File: src/cbs_pkg.sv
// constants, types and register map of the can bus-off / soft-reset / abort block
// assumes a 50 MHz peripheral clock and 32-bit apb access
`default_nettype none
package cbs_pkg;
   localparam int unsigned CLK_PERIOD_NS = 20;
   // register byte offsets
   localparam logic [7:0] OFF_MODCFG = 8'h00;
   localparam logic [7:0] OFF_ESR = 8'h04;
   localparam logic [7:0] OFF_IRQ_STAT = 8'h08;
   localparam logic [7:0] OFF_IRQ_MASK = 8'h0c;
   localparam logic [7:0] OFF_TRANSMIT_MESSAGE_BUFFER = 8'h10;
   // field positions
   localparam int unsigned SOFT_RST_BIT = 0;
   localparam int unsigned FLT_LSB = 0;
   localparam int unsigned BOFF_FLAG_BIT = 2;
   localparam int unsigned TEC_LSB = 8;
   localparam int unsigned IRQ_BOFF = 0;
   localparam int unsigned IRQ_TXDONE = 1;
   localparam int unsigned IRQ_SRDONE = 2;
   localparam int unsigned NUM_IRQ = 3;
   localparam int unsigned TRANSMIT_MESSAGE_BUFFER_FLAG_BIT = 4;
   // reset values
   localparam logic [NUM_IRQ-1:0] IRQ_MASK_RST = 3'h0;
   // transmit buffer state codes
   localparam logic [3:0] CODE_INACTIVE = 4'h8;
   localparam logic [3:0] CODE_ABORT = 4'h9;
   localparam logic [3:0] CODE_DATA = 4'hc;
   // transmit error counter
   localparam int unsigned TEC_W = 9;
   localparam logic [TEC_W-1:0] TEC_ERR_INC = 9'h008;
   localparam logic [TEC_W-1:0] TEC_PASSIVE_LIM = 9'h080;
   localparam logic [TEC_W-1:0] TEC_BUSOFF_LIM = 9'h100;
   // timing
   localparam int unsigned SRST_TIME_NS = 100;
   localparam int unsigned SRST_CYCLES = (SRST_TIME_NS + CLK_PERIOD_NS - 1) / CLK_PERIOD_NS;
   localparam int unsigned GUARD_CLKS = 4;
   localparam int unsigned SR_CNT_W = 4;
   // synchronised engine and global soft-reset inputs
   localparam int unsigned SYN_ERR = 0;
   localparam int unsigned SYN_OK = 1;
   localparam int unsigned SYN_START = 2;
   localparam int unsigned SYN_WON = 3;
   localparam int unsigned SYN_GSR = 4;
   localparam int unsigned SYN_N = 5;
   typedef enum logic [1:0] {FC_ACTIVE = 2'b00, FC_PASSIVE = 2'b01, FC_BUSOFF = 2'b11} cbs_fc_t;
   typedef enum logic [1:0] {SR_IDLE = 2'b00, SR_RUN = 2'b01, SR_GUARD = 2'b11} cbs_sr_t;
endpackage : cbs_pkg
`default_nettype wire

File: src/cbs_ctl_if.sv
// signals between the register front end and its fault and transmit-buffer units
// assumes all parties on clk_in
`timescale 1ns/100ps
`default_nettype none
interface cbs_ctl_if;
   logic soft_req;
   logic soft_busy;
   logic sr_done;
   logic guard;
   logic err_evt;
   logic ok_evt;
   logic boff_evt;
   logic [1:0] flt;
   logic [cbs_pkg::TEC_W-1:0] tec;
   logic code_we;
   logic [3:0] code_wd;
   logic [3:0] code;
   logic start_evt;
   logic won_evt;
   logic done_evt;
   logic tx_req;
   modport fcs (input soft_req, err_evt, ok_evt, output soft_busy, sr_done, guard, boff_evt, flt, tec);
   modport txm (input code_we, code_wd, start_evt, won_evt, output code, done_evt, tx_req);
   modport top (output soft_req, err_evt, ok_evt, code_we, code_wd, start_evt, won_evt,
                input soft_busy, sr_done, guard, boff_evt, flt, tec, code, done_evt, tx_req);
endinterface : cbs_ctl_if
`default_nettype wire

File: src/cbs_top.sv
// apb register front end, interrupt logic and input synchronisers of the block
// assumes engine and global soft-reset inputs are asynchronous pins
`timescale 1ns/100ps
`default_nettype none
// What this block does
// - bus-off entry sets flag; irq only when masked-in
// - flag clears only on write of one
// - soft reset from global request or config bit
// - soft-reset bit self-clears when reset completes
// - soft reset moves state bus-off to active
// - no bus-off glitch or flag after soft reset
// - pending abort blocks buffer state writes
// - deactivated buffer sent: no flag, no update
module cbs_top (
   input wire logic clk_in,           // 50 MHz peripheral clock
   input wire logic rst_in,           // async reset, high
   input wire logic psel_in,          // apb select
   input wire logic penable_in,       // apb enable
   input wire logic pwrite_in,        // apb direction
   input wire logic [7:0] paddr_in,   // apb byte address
   input wire logic [31:0] pwdata_in, // apb write data
   output logic [31:0] prdata_out,    // apb read data
   output logic pready_out,           // apb ready
   output logic pslverr_out,          // apb error
   input wire logic tx_err_in,        // engine: transmit error pulse
   input wire logic tx_ok_in,         // engine: transmit success pulse
   input wire logic tx_start_in,      // engine: buffer taken for arbitration
   input wire logic tx_won_in,        // engine: buffer sent on bus
   input wire logic glb_soft_rst_in,  // global soft-reset request
   output logic tx_req_out,           // buffer wants the bus
   output logic irq_out               // interrupt, high
);
   cbs_ctl_if c ();
   logic [cbs_pkg::SYN_N-1:0] syn1_q;
   logic [cbs_pkg::SYN_N-1:0] syn2_q;
   logic [cbs_pkg::SYN_N-1:0] syn3_q;
   logic [cbs_pkg::SYN_N-1:0] rise;
   logic [cbs_pkg::NUM_IRQ-1:0] stat_q;
   logic [cbs_pkg::NUM_IRQ-1:0] stat_d;
   logic [cbs_pkg::NUM_IRQ-1:0] mask_q;
   logic [cbs_pkg::NUM_IRQ-1:0] evt;
   logic [cbs_pkg::NUM_IRQ-1:0] w1c;
   logic [31:0] rdata_d;
   logic mapped;
   logic wr_acc;
   logic rd_acc;
   logic irq_q;
   logic tx_req_q;
   logic ready_q;
   logic [31:0] rdata_q;
   logic err_q;

   // two-stage synchronisers, edge taken from the second stage against a third delay stage
   genvar gi;
   generate
      for (gi = 0; gi < cbs_pkg::SYN_N; gi++) begin : g_syn
         always_ff @(posedge clk_in or posedge rst_in) begin
            if (rst_in) begin
               syn1_q[gi] <= 1'b0;
               syn2_q[gi] <= 1'b0;
               syn3_q[gi] <= 1'b0;
            end else begin
               syn1_q[gi] <= (gi == cbs_pkg::SYN_ERR) ? tx_err_in :
                             (gi == cbs_pkg::SYN_OK) ? tx_ok_in :
                             (gi == cbs_pkg::SYN_START) ? tx_start_in :
                             (gi == cbs_pkg::SYN_WON) ? tx_won_in : glb_soft_rst_in;
               syn2_q[gi] <= syn1_q[gi];
               syn3_q[gi] <= syn2_q[gi];
            end
         end
         assign rise[gi] = syn2_q[gi] & ~syn3_q[gi];
      end
   endgenerate

   // apb decode; one wait state, access completes in the second access cycle
   assign wr_acc = psel_in && penable_in && ready_q && pwrite_in;
   assign rd_acc = psel_in && penable_in && ready_q && !pwrite_in;

   always_comb begin
      mapped = 1'b1;
      rdata_d = 32'h0000_0000;
      case (paddr_in)
         cbs_pkg::OFF_MODCFG: rdata_d[cbs_pkg::SOFT_RST_BIT] = c.soft_busy;
         cbs_pkg::OFF_ESR: begin
            rdata_d[cbs_pkg::FLT_LSB +: 2] = c.flt;
            rdata_d[cbs_pkg::BOFF_FLAG_BIT] = stat_q[cbs_pkg::IRQ_BOFF];
            rdata_d[cbs_pkg::TEC_LSB +: cbs_pkg::TEC_W] = c.tec;
         end
         cbs_pkg::OFF_IRQ_STAT: rdata_d[cbs_pkg::NUM_IRQ-1:0] = stat_q;
         cbs_pkg::OFF_IRQ_MASK: rdata_d[cbs_pkg::NUM_IRQ-1:0] = mask_q;
         cbs_pkg::OFF_TRANSMIT_MESSAGE_BUFFER: begin
            rdata_d[3:0] = c.code;
            rdata_d[cbs_pkg::TRANSMIT_MESSAGE_BUFFER_FLAG_BIT] = stat_q[cbs_pkg::IRQ_TXDONE];
         end
         default: mapped = 1'b0;
      endcase
   end

   always_ff @(posedge clk_in or posedge rst_in) begin
      if (rst_in) begin
         ready_q <= 1'b0;
         rdata_q <= 32'h0000_0000;
         err_q <= 1'b0;
      end else begin
         ready_q <= psel_in && penable_in && !ready_q;
         err_q <= psel_in && penable_in && !ready_q && !mapped;
         if (psel_in && penable_in && !ready_q && !pwrite_in) rdata_q <= rdata_d;
      end
   end

   // soft reset from config bit or global request
   assign c.soft_req = (wr_acc && paddr_in == cbs_pkg::OFF_MODCFG && pwdata_in[cbs_pkg::SOFT_RST_BIT])
                       || rise[cbs_pkg::SYN_GSR];
   assign c.err_evt = rise[cbs_pkg::SYN_ERR];
   assign c.ok_evt = rise[cbs_pkg::SYN_OK];
   assign c.start_evt = rise[cbs_pkg::SYN_START];
   assign c.won_evt = rise[cbs_pkg::SYN_WON];
   assign c.code_we = wr_acc && paddr_in == cbs_pkg::OFF_TRANSMIT_MESSAGE_BUFFER;
   assign c.code_wd = pwdata_in[3:0];

   // sticky status: set wins over a same-cycle clear
   assign evt[cbs_pkg::IRQ_BOFF] = c.boff_evt;
   assign evt[cbs_pkg::IRQ_TXDONE] = c.done_evt;
   assign evt[cbs_pkg::IRQ_SRDONE] = c.sr_done;

   always_comb begin
      w1c = '0;
      if (wr_acc && paddr_in == cbs_pkg::OFF_IRQ_STAT) w1c = pwdata_in[cbs_pkg::NUM_IRQ-1:0];
      if (wr_acc && paddr_in == cbs_pkg::OFF_ESR) w1c[cbs_pkg::IRQ_BOFF] = pwdata_in[cbs_pkg::BOFF_FLAG_BIT];
      if (wr_acc && paddr_in == cbs_pkg::OFF_TRANSMIT_MESSAGE_BUFFER) w1c[cbs_pkg::IRQ_TXDONE] = pwdata_in[cbs_pkg::TRANSMIT_MESSAGE_BUFFER_FLAG_BIT];
      stat_d = (stat_q & ~w1c) | evt;
   end

   always_ff @(posedge clk_in or posedge rst_in) begin
      if (rst_in) stat_q <= '0;
      else stat_q <= stat_d;
   end

   always_ff @(posedge clk_in or posedge rst_in) begin
      if (rst_in) mask_q <= cbs_pkg::IRQ_MASK_RST;
      else if (wr_acc && paddr_in == cbs_pkg::OFF_IRQ_MASK) mask_q <= pwdata_in[cbs_pkg::NUM_IRQ-1:0];
   end

   always_ff @(posedge clk_in or posedge rst_in) begin
      if (rst_in) begin
         irq_q <= 1'b0;
         tx_req_q <= 1'b0;
      end else begin
         irq_q <= |(stat_q & mask_q);
         tx_req_q <= c.tx_req;
      end
   end

   cbs_fcs u_fcs (
      .clk_in(clk_in),
      .rst_in(rst_in),
      .c(c.fcs)
   );

   cbs_transmit_message_buffer u_transmit_message_buffer (
      .clk_in(clk_in),
      .rst_in(rst_in),
      .c(c.txm)
   );

   assign prdata_out = rdata_q;
   assign pready_out = ready_q;
   assign pslverr_out = err_q;
   assign irq_out = irq_q;
   assign tx_req_out = tx_req_q;

   boff_sets_a: assert property (@(posedge clk_in) disable iff (rst_in)
      c.boff_evt |=> stat_q[cbs_pkg::IRQ_BOFF]) else $error("bus-off entry did not set flag");
   flag_w1c_a: assert property (@(posedge clk_in) disable iff (rst_in)
      $fell(stat_q[cbs_pkg::IRQ_BOFF]) |-> $past(w1c[cbs_pkg::IRQ_BOFF])) else $error("flag cleared without write");
   soft_start_a: assert property (@(posedge clk_in) disable iff (rst_in)
      (rise[cbs_pkg::SYN_GSR] && !c.soft_busy && !c.guard) |=> c.soft_busy) else $error("global soft reset ignored");
   masked_quiet_a: assert property (@(posedge clk_in) disable iff (rst_in)
      (!mask_q[cbs_pkg::IRQ_BOFF] && mask_q[2:1] == 2'b00) |=> !irq_out) else $error("masked flag raised irq");
   irq_follows_a: assert property (@(posedge clk_in) disable iff (rst_in)
      (stat_q[cbs_pkg::IRQ_BOFF] && mask_q[cbs_pkg::IRQ_BOFF]) |=> irq_out) else $error("unmasked flag gave no irq");
endmodule : cbs_top
`default_nettype wire

File: src/cbs_fcs.sv
// fault confinement state, error counter and soft-reset sequencer
// assumes one-cycle error/success pulses already in the clk_in domain
`timescale 1ns/100ps
`default_nettype none
module cbs_fcs (
   input wire logic clk_in,  // peripheral clock
   input wire logic rst_in,  // async reset, high
   cbs_ctl_if.fcs c          // control carrier
);
   localparam int SR_MAX = cbs_pkg::SRST_CYCLES + 1;
   cbs_pkg::cbs_fc_t fc_q;
   cbs_pkg::cbs_sr_t sr_q;
   logic [cbs_pkg::SR_CNT_W-1:0] cnt_q;
   logic [cbs_pkg::TEC_W-1:0] tec_q;
   logic [cbs_pkg::TEC_W:0] tec_sum;

   assign tec_sum = {1'b0, tec_q} + {1'b0, cbs_pkg::TEC_ERR_INC};

   always_ff @(posedge clk_in or posedge rst_in) begin
      if (rst_in) begin
         sr_q <= cbs_pkg::SR_IDLE;
         cnt_q <= 4'h0;
      end else begin
         case (sr_q)
            cbs_pkg::SR_IDLE: begin
               if (c.soft_req) begin
                  sr_q <= cbs_pkg::SR_RUN;
                  cnt_q <= 4'h0;
               end
            end
            cbs_pkg::SR_RUN: begin
               cnt_q <= cnt_q + 4'h1;
               if (cnt_q == cbs_pkg::SR_CNT_W'(cbs_pkg::SRST_CYCLES - 1)) begin
                  sr_q <= cbs_pkg::SR_GUARD;
                  cnt_q <= 4'h0;
               end
            end
            cbs_pkg::SR_GUARD: begin
               cnt_q <= cnt_q + 4'h1;
               if (cnt_q == cbs_pkg::SR_CNT_W'(cbs_pkg::GUARD_CLKS - 1)) begin
                  sr_q <= cbs_pkg::SR_IDLE;
               end
            end
            default: sr_q <= cbs_pkg::SR_IDLE;
         endcase
      end
   end

   always_ff @(posedge clk_in or posedge rst_in) begin
      if (rst_in) begin
         tec_q <= '0;
      end else if (sr_q == cbs_pkg::SR_RUN) begin
         tec_q <= '0;
      end else if (fc_q != cbs_pkg::FC_BUSOFF) begin
         if (c.err_evt) begin
            tec_q <= tec_sum[cbs_pkg::TEC_W] ? '1 : tec_sum[cbs_pkg::TEC_W-1:0];
         end else if (c.ok_evt && tec_q != '0) begin
            tec_q <= tec_q - 9'h001;
         end
      end
   end

   // bus-off sticks until a soft reset; no re-entry during the guard window
   always_ff @(posedge clk_in or posedge rst_in) begin
      if (rst_in) begin
         fc_q <= cbs_pkg::FC_ACTIVE;
      end else if (sr_q != cbs_pkg::SR_IDLE || c.soft_req) begin
         // leave bus-off on the request edge itself, so it never shows during the reset
         fc_q <= cbs_pkg::FC_ACTIVE;
      end else if (fc_q != cbs_pkg::FC_BUSOFF) begin
         if (tec_q >= cbs_pkg::TEC_BUSOFF_LIM) fc_q <= cbs_pkg::FC_BUSOFF;
         else if (tec_q >= cbs_pkg::TEC_PASSIVE_LIM) fc_q <= cbs_pkg::FC_PASSIVE;
         else fc_q <= cbs_pkg::FC_ACTIVE;
      end
   end

   assign c.flt = fc_q;
   assign c.tec = tec_q;
   assign c.soft_busy = (sr_q == cbs_pkg::SR_RUN);
   assign c.guard = (sr_q == cbs_pkg::SR_GUARD);
   assign c.sr_done = (sr_q == cbs_pkg::SR_RUN) && (cnt_q == cbs_pkg::SR_CNT_W'(cbs_pkg::SRST_CYCLES - 1));
   assign c.boff_evt = (sr_q == cbs_pkg::SR_IDLE) && (fc_q != cbs_pkg::FC_BUSOFF)
                       && (tec_q >= cbs_pkg::TEC_BUSOFF_LIM);

   busy_clears_a: assert property (@(posedge clk_in) disable iff (rst_in)
      $rose(c.soft_busy) |-> ##[1:SR_MAX] !c.soft_busy) else $error("soft reset bit never self-clears");
   sr_active_a: assert property (@(posedge clk_in) disable iff (rst_in)
      (c.soft_busy || c.guard) |-> c.flt == 2'b00) else $error("state not active in soft reset");
   guard_quiet_a: assert property (@(posedge clk_in) disable iff (rst_in)
      (c.guard || c.soft_busy) |-> !c.boff_evt && c.flt != 2'b11) else $error("bus-off shown after soft reset");
endmodule : cbs_fcs
`default_nettype wire

File: src/cbs_transmit_message_buffer.sv
// one transmit message buffer: state code, abort blocking, completion
// assumes start/won pulses from the protocol engine already in clk_in domain
`timescale 1ns/100ps
`default_nettype none
module cbs_transmit_message_buffer (
   input wire logic clk_in,  // peripheral clock
   input wire logic rst_in,  // async reset, high
   cbs_ctl_if.txm c          // control carrier
);
   logic [3:0] code_q;
   logic sent_q;
   logic active;

   assign active = (code_q == cbs_pkg::CODE_DATA) || (code_q == cbs_pkg::CODE_ABORT);

   always_ff @(posedge clk_in or posedge rst_in) begin
      if (rst_in) begin
         sent_q <= 1'b0;
      end else if (c.won_evt) begin
         sent_q <= 1'b0;
      end else if (c.start_evt && active) begin
         sent_q <= 1'b1;  // engine latched this buffer for arbitration
      end
   end

   always_ff @(posedge clk_in or posedge rst_in) begin
      if (rst_in) begin
         code_q <= cbs_pkg::CODE_INACTIVE;
      end else if (c.won_evt && sent_q && active) begin
         code_q <= cbs_pkg::CODE_INACTIVE;
      end else if (c.code_we && code_q != cbs_pkg::CODE_ABORT) begin
         code_q <= c.code_wd;
      end
   end

   // a deactivated buffer may still go out: no flag, no state change
   assign c.done_evt = c.won_evt && sent_q && active;
   assign c.code = code_q;
   assign c.tx_req = active;

   abort_blocks_a: assert property (@(posedge clk_in) disable iff (rst_in)
      (c.code == cbs_pkg::CODE_ABORT && !c.won_evt) |=> c.code == cbs_pkg::CODE_ABORT)
      else $error("abort pending buffer code changed");
   deact_silent_a: assert property (@(posedge clk_in) disable iff (rst_in)
      (c.won_evt && c.code == cbs_pkg::CODE_INACTIVE) |-> !c.done_evt ##1 c.code == cbs_pkg::CODE_INACTIVE)
      else $error("deactivated buffer reported completion");
endmodule : cbs_transmit_message_buffer
`default_nettype wire

File: config.mk
export PLATFORM = sky130hd
export DESIGN_NAME = cbs_top
export DESIGN_NICKNAME = d
export VERILOG_FILES = /design/src/cbs_pkg.sv /design/src/cbs_ctl_if.sv /design/src/cbs_top.sv /design/src/cbs_fcs.sv /design/src/cbs_transmit_message_buffer.sv
export SDC_FILE = /design/constraint.sdc
export NUM_CORES = 1
export LEC_CHECK = 0
export ABC_CLOCK_PERIOD_IN_PS = 2360
export BUFFER_PORTS_ARGS = -buffer_cell sky130_fd_sc_hd__buf_2
export CAP_MARGIN = 10
export CORE_UTILIZATION = 52
export CTS_CLUSTER_DIAMETER = 50
export DETAILED_ROUTE_END_ITERATION = 6
export GPL_TIMING_DRIVEN = 1
export PLACE_DENSITY = 0.8
export SKIP_LAST_GASP = 1
export SYNTH_ARGS = -nofsm -noshare
export SYNTH_HDL_FRONTEND = slang
export SYNTH_SLANG_ARGS = --single-unit
File: constraint.sdc
create_clock -name clk_in -period 2.36 [get_ports clk_in]
set_input_delay 0.118 -clock clk_in [delete_from_list [all_inputs] [get_ports clk_in]]
set_output_delay 0.118 -clock clk_in [all_outputs]
set_load 0.01 [all_outputs]
==> impl_metrics.prom <==
# TYPE chip_impl_metric gauge
chip_impl_metric{name="ys.warnings.count",unit=""} 0
chip_impl_metric{name="multi_input_gate_area",unit="sq mm"} 0.00128
chip_impl_metric{name="pin_count",unit=""} 86
chip_impl_metric{name="clock_insertion_delay_worst_skew",unit="ns"} 0.34
chip_impl_metric{name="seq_area_frac_synth",unit="%"} 50.5
chip_impl_info{name="post_synth_most_frequent_cells",value="dfrtp_1, inv_1, buf_4"} 1
chip_impl_info{name="worst_hold_startpoint",value="penable_in"} 1
chip_impl_metric{name="pd_cells",unit="mW/mm^2"} 973
chip_impl_metric{name="cts-buffers-inserted",unit=""} 9
chip_impl_metric{name="grt_start_max_net_pins",unit=""} 62
chip_impl_metric{name="r2r.worst_path.cells",unit=""} 7
chip_impl_metric{name="final.period_utilization",unit="%"} 88.5
chip_impl_info{name="synth_area_leader_cell",value="dfrtp_1"} 1
chip_impl_metric{name="drv_slew",unit=""} 0
chip_impl_info{name="status",value="complete, no violations"} 1
chip_impl_info{name="synth_top_cells_by_area",value="dfrtp_1, buf_4, a22o_1, ha_1, inv_1"} 1
chip_impl_metric{name="drt.antenna.violating_nets",unit=""} 0
chip_impl_metric{name="total_power",unit="mW"} 3.39
chip_impl_metric{name="groute.usage.overall",unit="%"} 21.2
chip_impl_metric{name="met2_length",unit="um"} 2810
chip_impl_info{name="top_layer",value="met4"} 1
chip_impl_metric{name="detail_route.wirelength",unit="um"} 5940
chip_impl_metric{name="synth.top_cell.area_share",unit="%"} 49.7
chip_impl_metric{name="slew_headroom",unit="%"} 62.5
chip_impl_metric{name="routed_via_density",unit=""} 5.64
chip_impl_info{name="rr_startpoint",value="u_fcs.c.tec[0]"} 1
chip_impl_metric{name="ff_latch_area",unit="sq mm"} 0.00153
chip_impl_metric{name="pwr-share-clk",unit="%"} 27.1
chip_impl_metric{name="proportion_of_layout_cells_with_a_drive_suffix_above_1",unit="%"} 22.8
chip_impl_metric{name="ctsHtreeMaxLevel",unit=""} 3
chip_impl_info{name="cp-end-kind",value="register"} 1
chip_impl_metric{name="wl_met1",unit="um"} 2570
chip_impl_metric{name="asyncSetResetFlopFracSynth",unit="%"} 100
chip_impl_metric{name="final.fill_count",unit=""} 439
chip_impl_metric{name="intPower",unit="mW"} 2.16
chip_impl_metric{name="clockBufferDepth",unit=""} 2
chip_impl_info{name="synth_ff_type",value="dfrtp_1"} 1
chip_impl_info{name="ctsRootBufferMaster",value="clkbuf_8"} 1
chip_impl_metric{name="cts.clk_slew.worst_paths",unit="ns"} 0.07
chip_impl_metric{name="critical_path_peak_fanout",unit=""} 7
chip_impl_metric{name="finalHoldViolCount",unit=""} 0
chip_impl_metric{name="synth_enable_flop_cells",unit=""} 0
chip_impl_metric{name="synth.distinct_cells",unit=""} 59
chip_impl_info{name="timing.critical_path.from_type",value="register"} 1
chip_impl_metric{name="final.setup.tns",unit="ns"} 0
chip_impl_info{name="yosys.cell_count.top_type",value="dfrtp_1"} 1
chip_impl_metric{name="critical_path_at",unit="ns"} 2.35
chip_impl_info{name="hold_path_class",value="in2reg"} 1
chip_impl_info{name="startpoint",value="u_fcs.c.tec[0]"} 1
chip_impl_metric{name="area_growth_syn_to_layout",unit="%"} 15.5
chip_impl_metric{name="syn-instance-count",unit=""} 284
chip_impl_metric{name="max-cap-violations",unit=""} 0
chip_impl_metric{name="final_nets",unit=""} 390
chip_impl_metric{name="post_synth.cell_area_avg",unit="sq um"} 10.6
chip_impl_metric{name="met3RoutedLength",unit="um"} 438
chip_impl_metric{name="dp_hpwl",unit="um"} 4120
chip_impl_metric{name="worst_slew_pin_slew",unit="ns"} 0.558
chip_impl_metric{name="chipHeight",unit="um"} 78.2
chip_impl_metric{name="critPathRequiredTime",unit="ns"} 2.62
chip_impl_metric{name="detail_route.first_pass.iterations",unit=""} 5
chip_impl_metric{name="power.share.combinational",unit="%"} 30.1
chip_impl_metric{name="peakVddDrop",unit="mV"} 0.493
chip_impl_metric{name="grt_overflow",unit=""} 0
chip_impl_metric{name="place_congestion",unit=""} 0.859
chip_impl_metric{name="fin_crit",unit="ns"} 2.09
chip_impl_metric{name="post-route-drc-count",unit=""} 0
chip_impl_metric{name="core-area",unit="sq mm"} 0.00554
chip_impl_metric{name="antenna-diode-count",unit=""} 0
chip_impl_metric{name="static-leakage-power",unit="nW"} 1.67
chip_impl_metric{name="cts.sink_count",unit=""} 61
chip_impl_metric{name="net-switching-power",unit="mW"} 1.24
chip_impl_metric{name="finalSetupViolCount",unit=""} 0
chip_impl_metric{name="max_freq",unit="GHz"} 0.479
chip_impl_metric{name="rows",unit=""} 27
chip_impl_metric{name="die_area",unit="sq mm"} 0.00612
chip_impl_metric{name="post_synth_instance_area",unit="sq mm"} 0.00302
chip_impl_metric{name="seq_pwr_share",unit="%"} 42.8
chip_impl_metric{name="clock-skew-final",unit="ns"} 0.00720
chip_impl_info{name="cts_tree",value="done"} 1
chip_impl_metric{name="initial_core_util",unit="%"} 54.6
chip_impl_metric{name="grt_pass1_vias",unit=""} 2109
chip_impl_metric{name="grt_first_pass_wirelength",unit="um"} 9840
chip_impl_metric{name="drt-wirelength-per-cell",unit="um"} 14.5
chip_impl_metric{name="worstHoldPathCells",unit=""} 3
chip_impl_metric{name="yosys_register_bits",unit=""} 61
chip_impl_metric{name="dr_total_vias",unit=""} 2311
chip_impl_metric{name="floorplan.die.width",unit="um"} 78.2
chip_impl_metric{name="power.switching_fraction",unit="%"} 36.5
chip_impl_info{name="rsz0062_at_grt",value="no"} 1
chip_impl_metric{name="io_buffers",unit=""} 40
chip_impl_metric{name="detail_route.iter0.violations",unit=""} 143
chip_impl_metric{name="grt_antenna_before_repair",unit=""} 0
chip_impl_info{name="critPathKind",value="reg2reg"} 1
-- cells by family (layout without fill, tap and decap cells) --
group	Yosys count	in the layout	share of synthesized area, %
other	1	18	0.124
adders and majority gates	7	7	2.90
AOI/OAI and AO/OA	73	73	17.9
DFF	61	61	50.5
buffers and inverters	53	90	9.27
xor gates and xnor gates	4	4	1.16
muxes	8	8	3.19
and+or+nand+nor	77	77	14.9
-- path summary, 6_finish.rpt --
path                                                        to  slack (ns)
setup / recovery                                u_fcs.c.tec[6]        0.27
max in group asynchronous  u_transmit_message_buffer.c.code[3]        1.70
hold / removal                                      pready_out        0.05
hold reg to reg                                      syn2_q[1]        0.35
setup reg to reg                                u_fcs.c.tec[6]        0.27
min in group asynchronous                           tx_req_out        0.37
-- power by group through the flow --
stage,Clock (mW),Sequential (mW),Combinational (mW)
floorplan,0,1.34,0.911
global placement,0,1.46,0.958
detailed placement,0,1.47,1.00
CTS,0.949,1.45,1.02
global route,0.999,1.48,1.16
finish,0.920,1.45,1.02
-- cells in the final DEF, fill, tap and decap left out, types with 7 or more instances in the layout --
master / netlist / final
dfrtp_1: 60 / 60
conb_1: 1 / 18
inv_1: 22 / 21
buf_2: 5 / 40
nor2_1: 15 / 15
clkbuf_8: 0 / 9
o21ai_0: 12 / 12
ha_1: 7 / 7
a21oi_1: 10 / 10
a22o_1: 13 / 13
nand2_1: 16 / 16
-- final cells by class --
class	count	area share, %
clock inverters	7	2.11
flip-flops and latches	61	43.8
clock buffers	9	3.55
multi-input cells	187	36.6
well taps	72	2.58
inverters	23	2.47
repair buffers	51	8.89
-- worst max-delay path, cell delays in order (launching register included) --
cell and delay (ns):
dfrtp_1 0.42, inv_1 0.09, ha_1 0.19, nor4b_2 0.17, a221oi_4 0.35, a21oi_2 0.13
or4_1 0.52, a21oi_1 0.15
-- per-layer routing --
layer,vias to the layer above,GRT usage [%]
li1,1088,-
met4,0,10.0
met2,102,32.8
met3,17,6.16
met5,-,0
met1,1104,27.4
-- flip-flops by register name, indices dropped and copies added, names as in the netlist --
signal and cells:
irq_out 1, mask_q 3, prdata_out 14, pready_out 1
pslverr_out 1, stat_q 3, syn1_q 5, syn2_q 5
syn3_q 5, tx_req_out 1, u_fcs.c.flt 2, u_fcs.c.tec 9
u_fcs.cnt_q 4, u_fcs.sr_q 2, u_transmit_message_buffer.c.code 4, u_transmit_message_buffer.sent_q 1
-- per-stage QoR --
stage	cells	hold slack (ns)	util, %	cell area [sq um]	setup WS, ns
2_1_floorplan	301	0.149	-	3090	0.479
3_3_place_gp	388	0.204	58.4	3230	0.327
3_5_place_dp	388	0.204	58.4	3230	0.285
4_1_cts	410	0.0344	63.0	3490	0.267
5_1_grt	410	0.0454	63.0	3490	0.136
6_report	410	0.0537	63.0	3490	0.270
-- timing repair --
action | 4_1_cts | 5_1_grt
hold endpoints to repair | 65 | 0
resized for setup | 0 | 0
hold buffers | 6 | 0
setup buffers | 0 | 0
(Power assumes the default switching activity.)
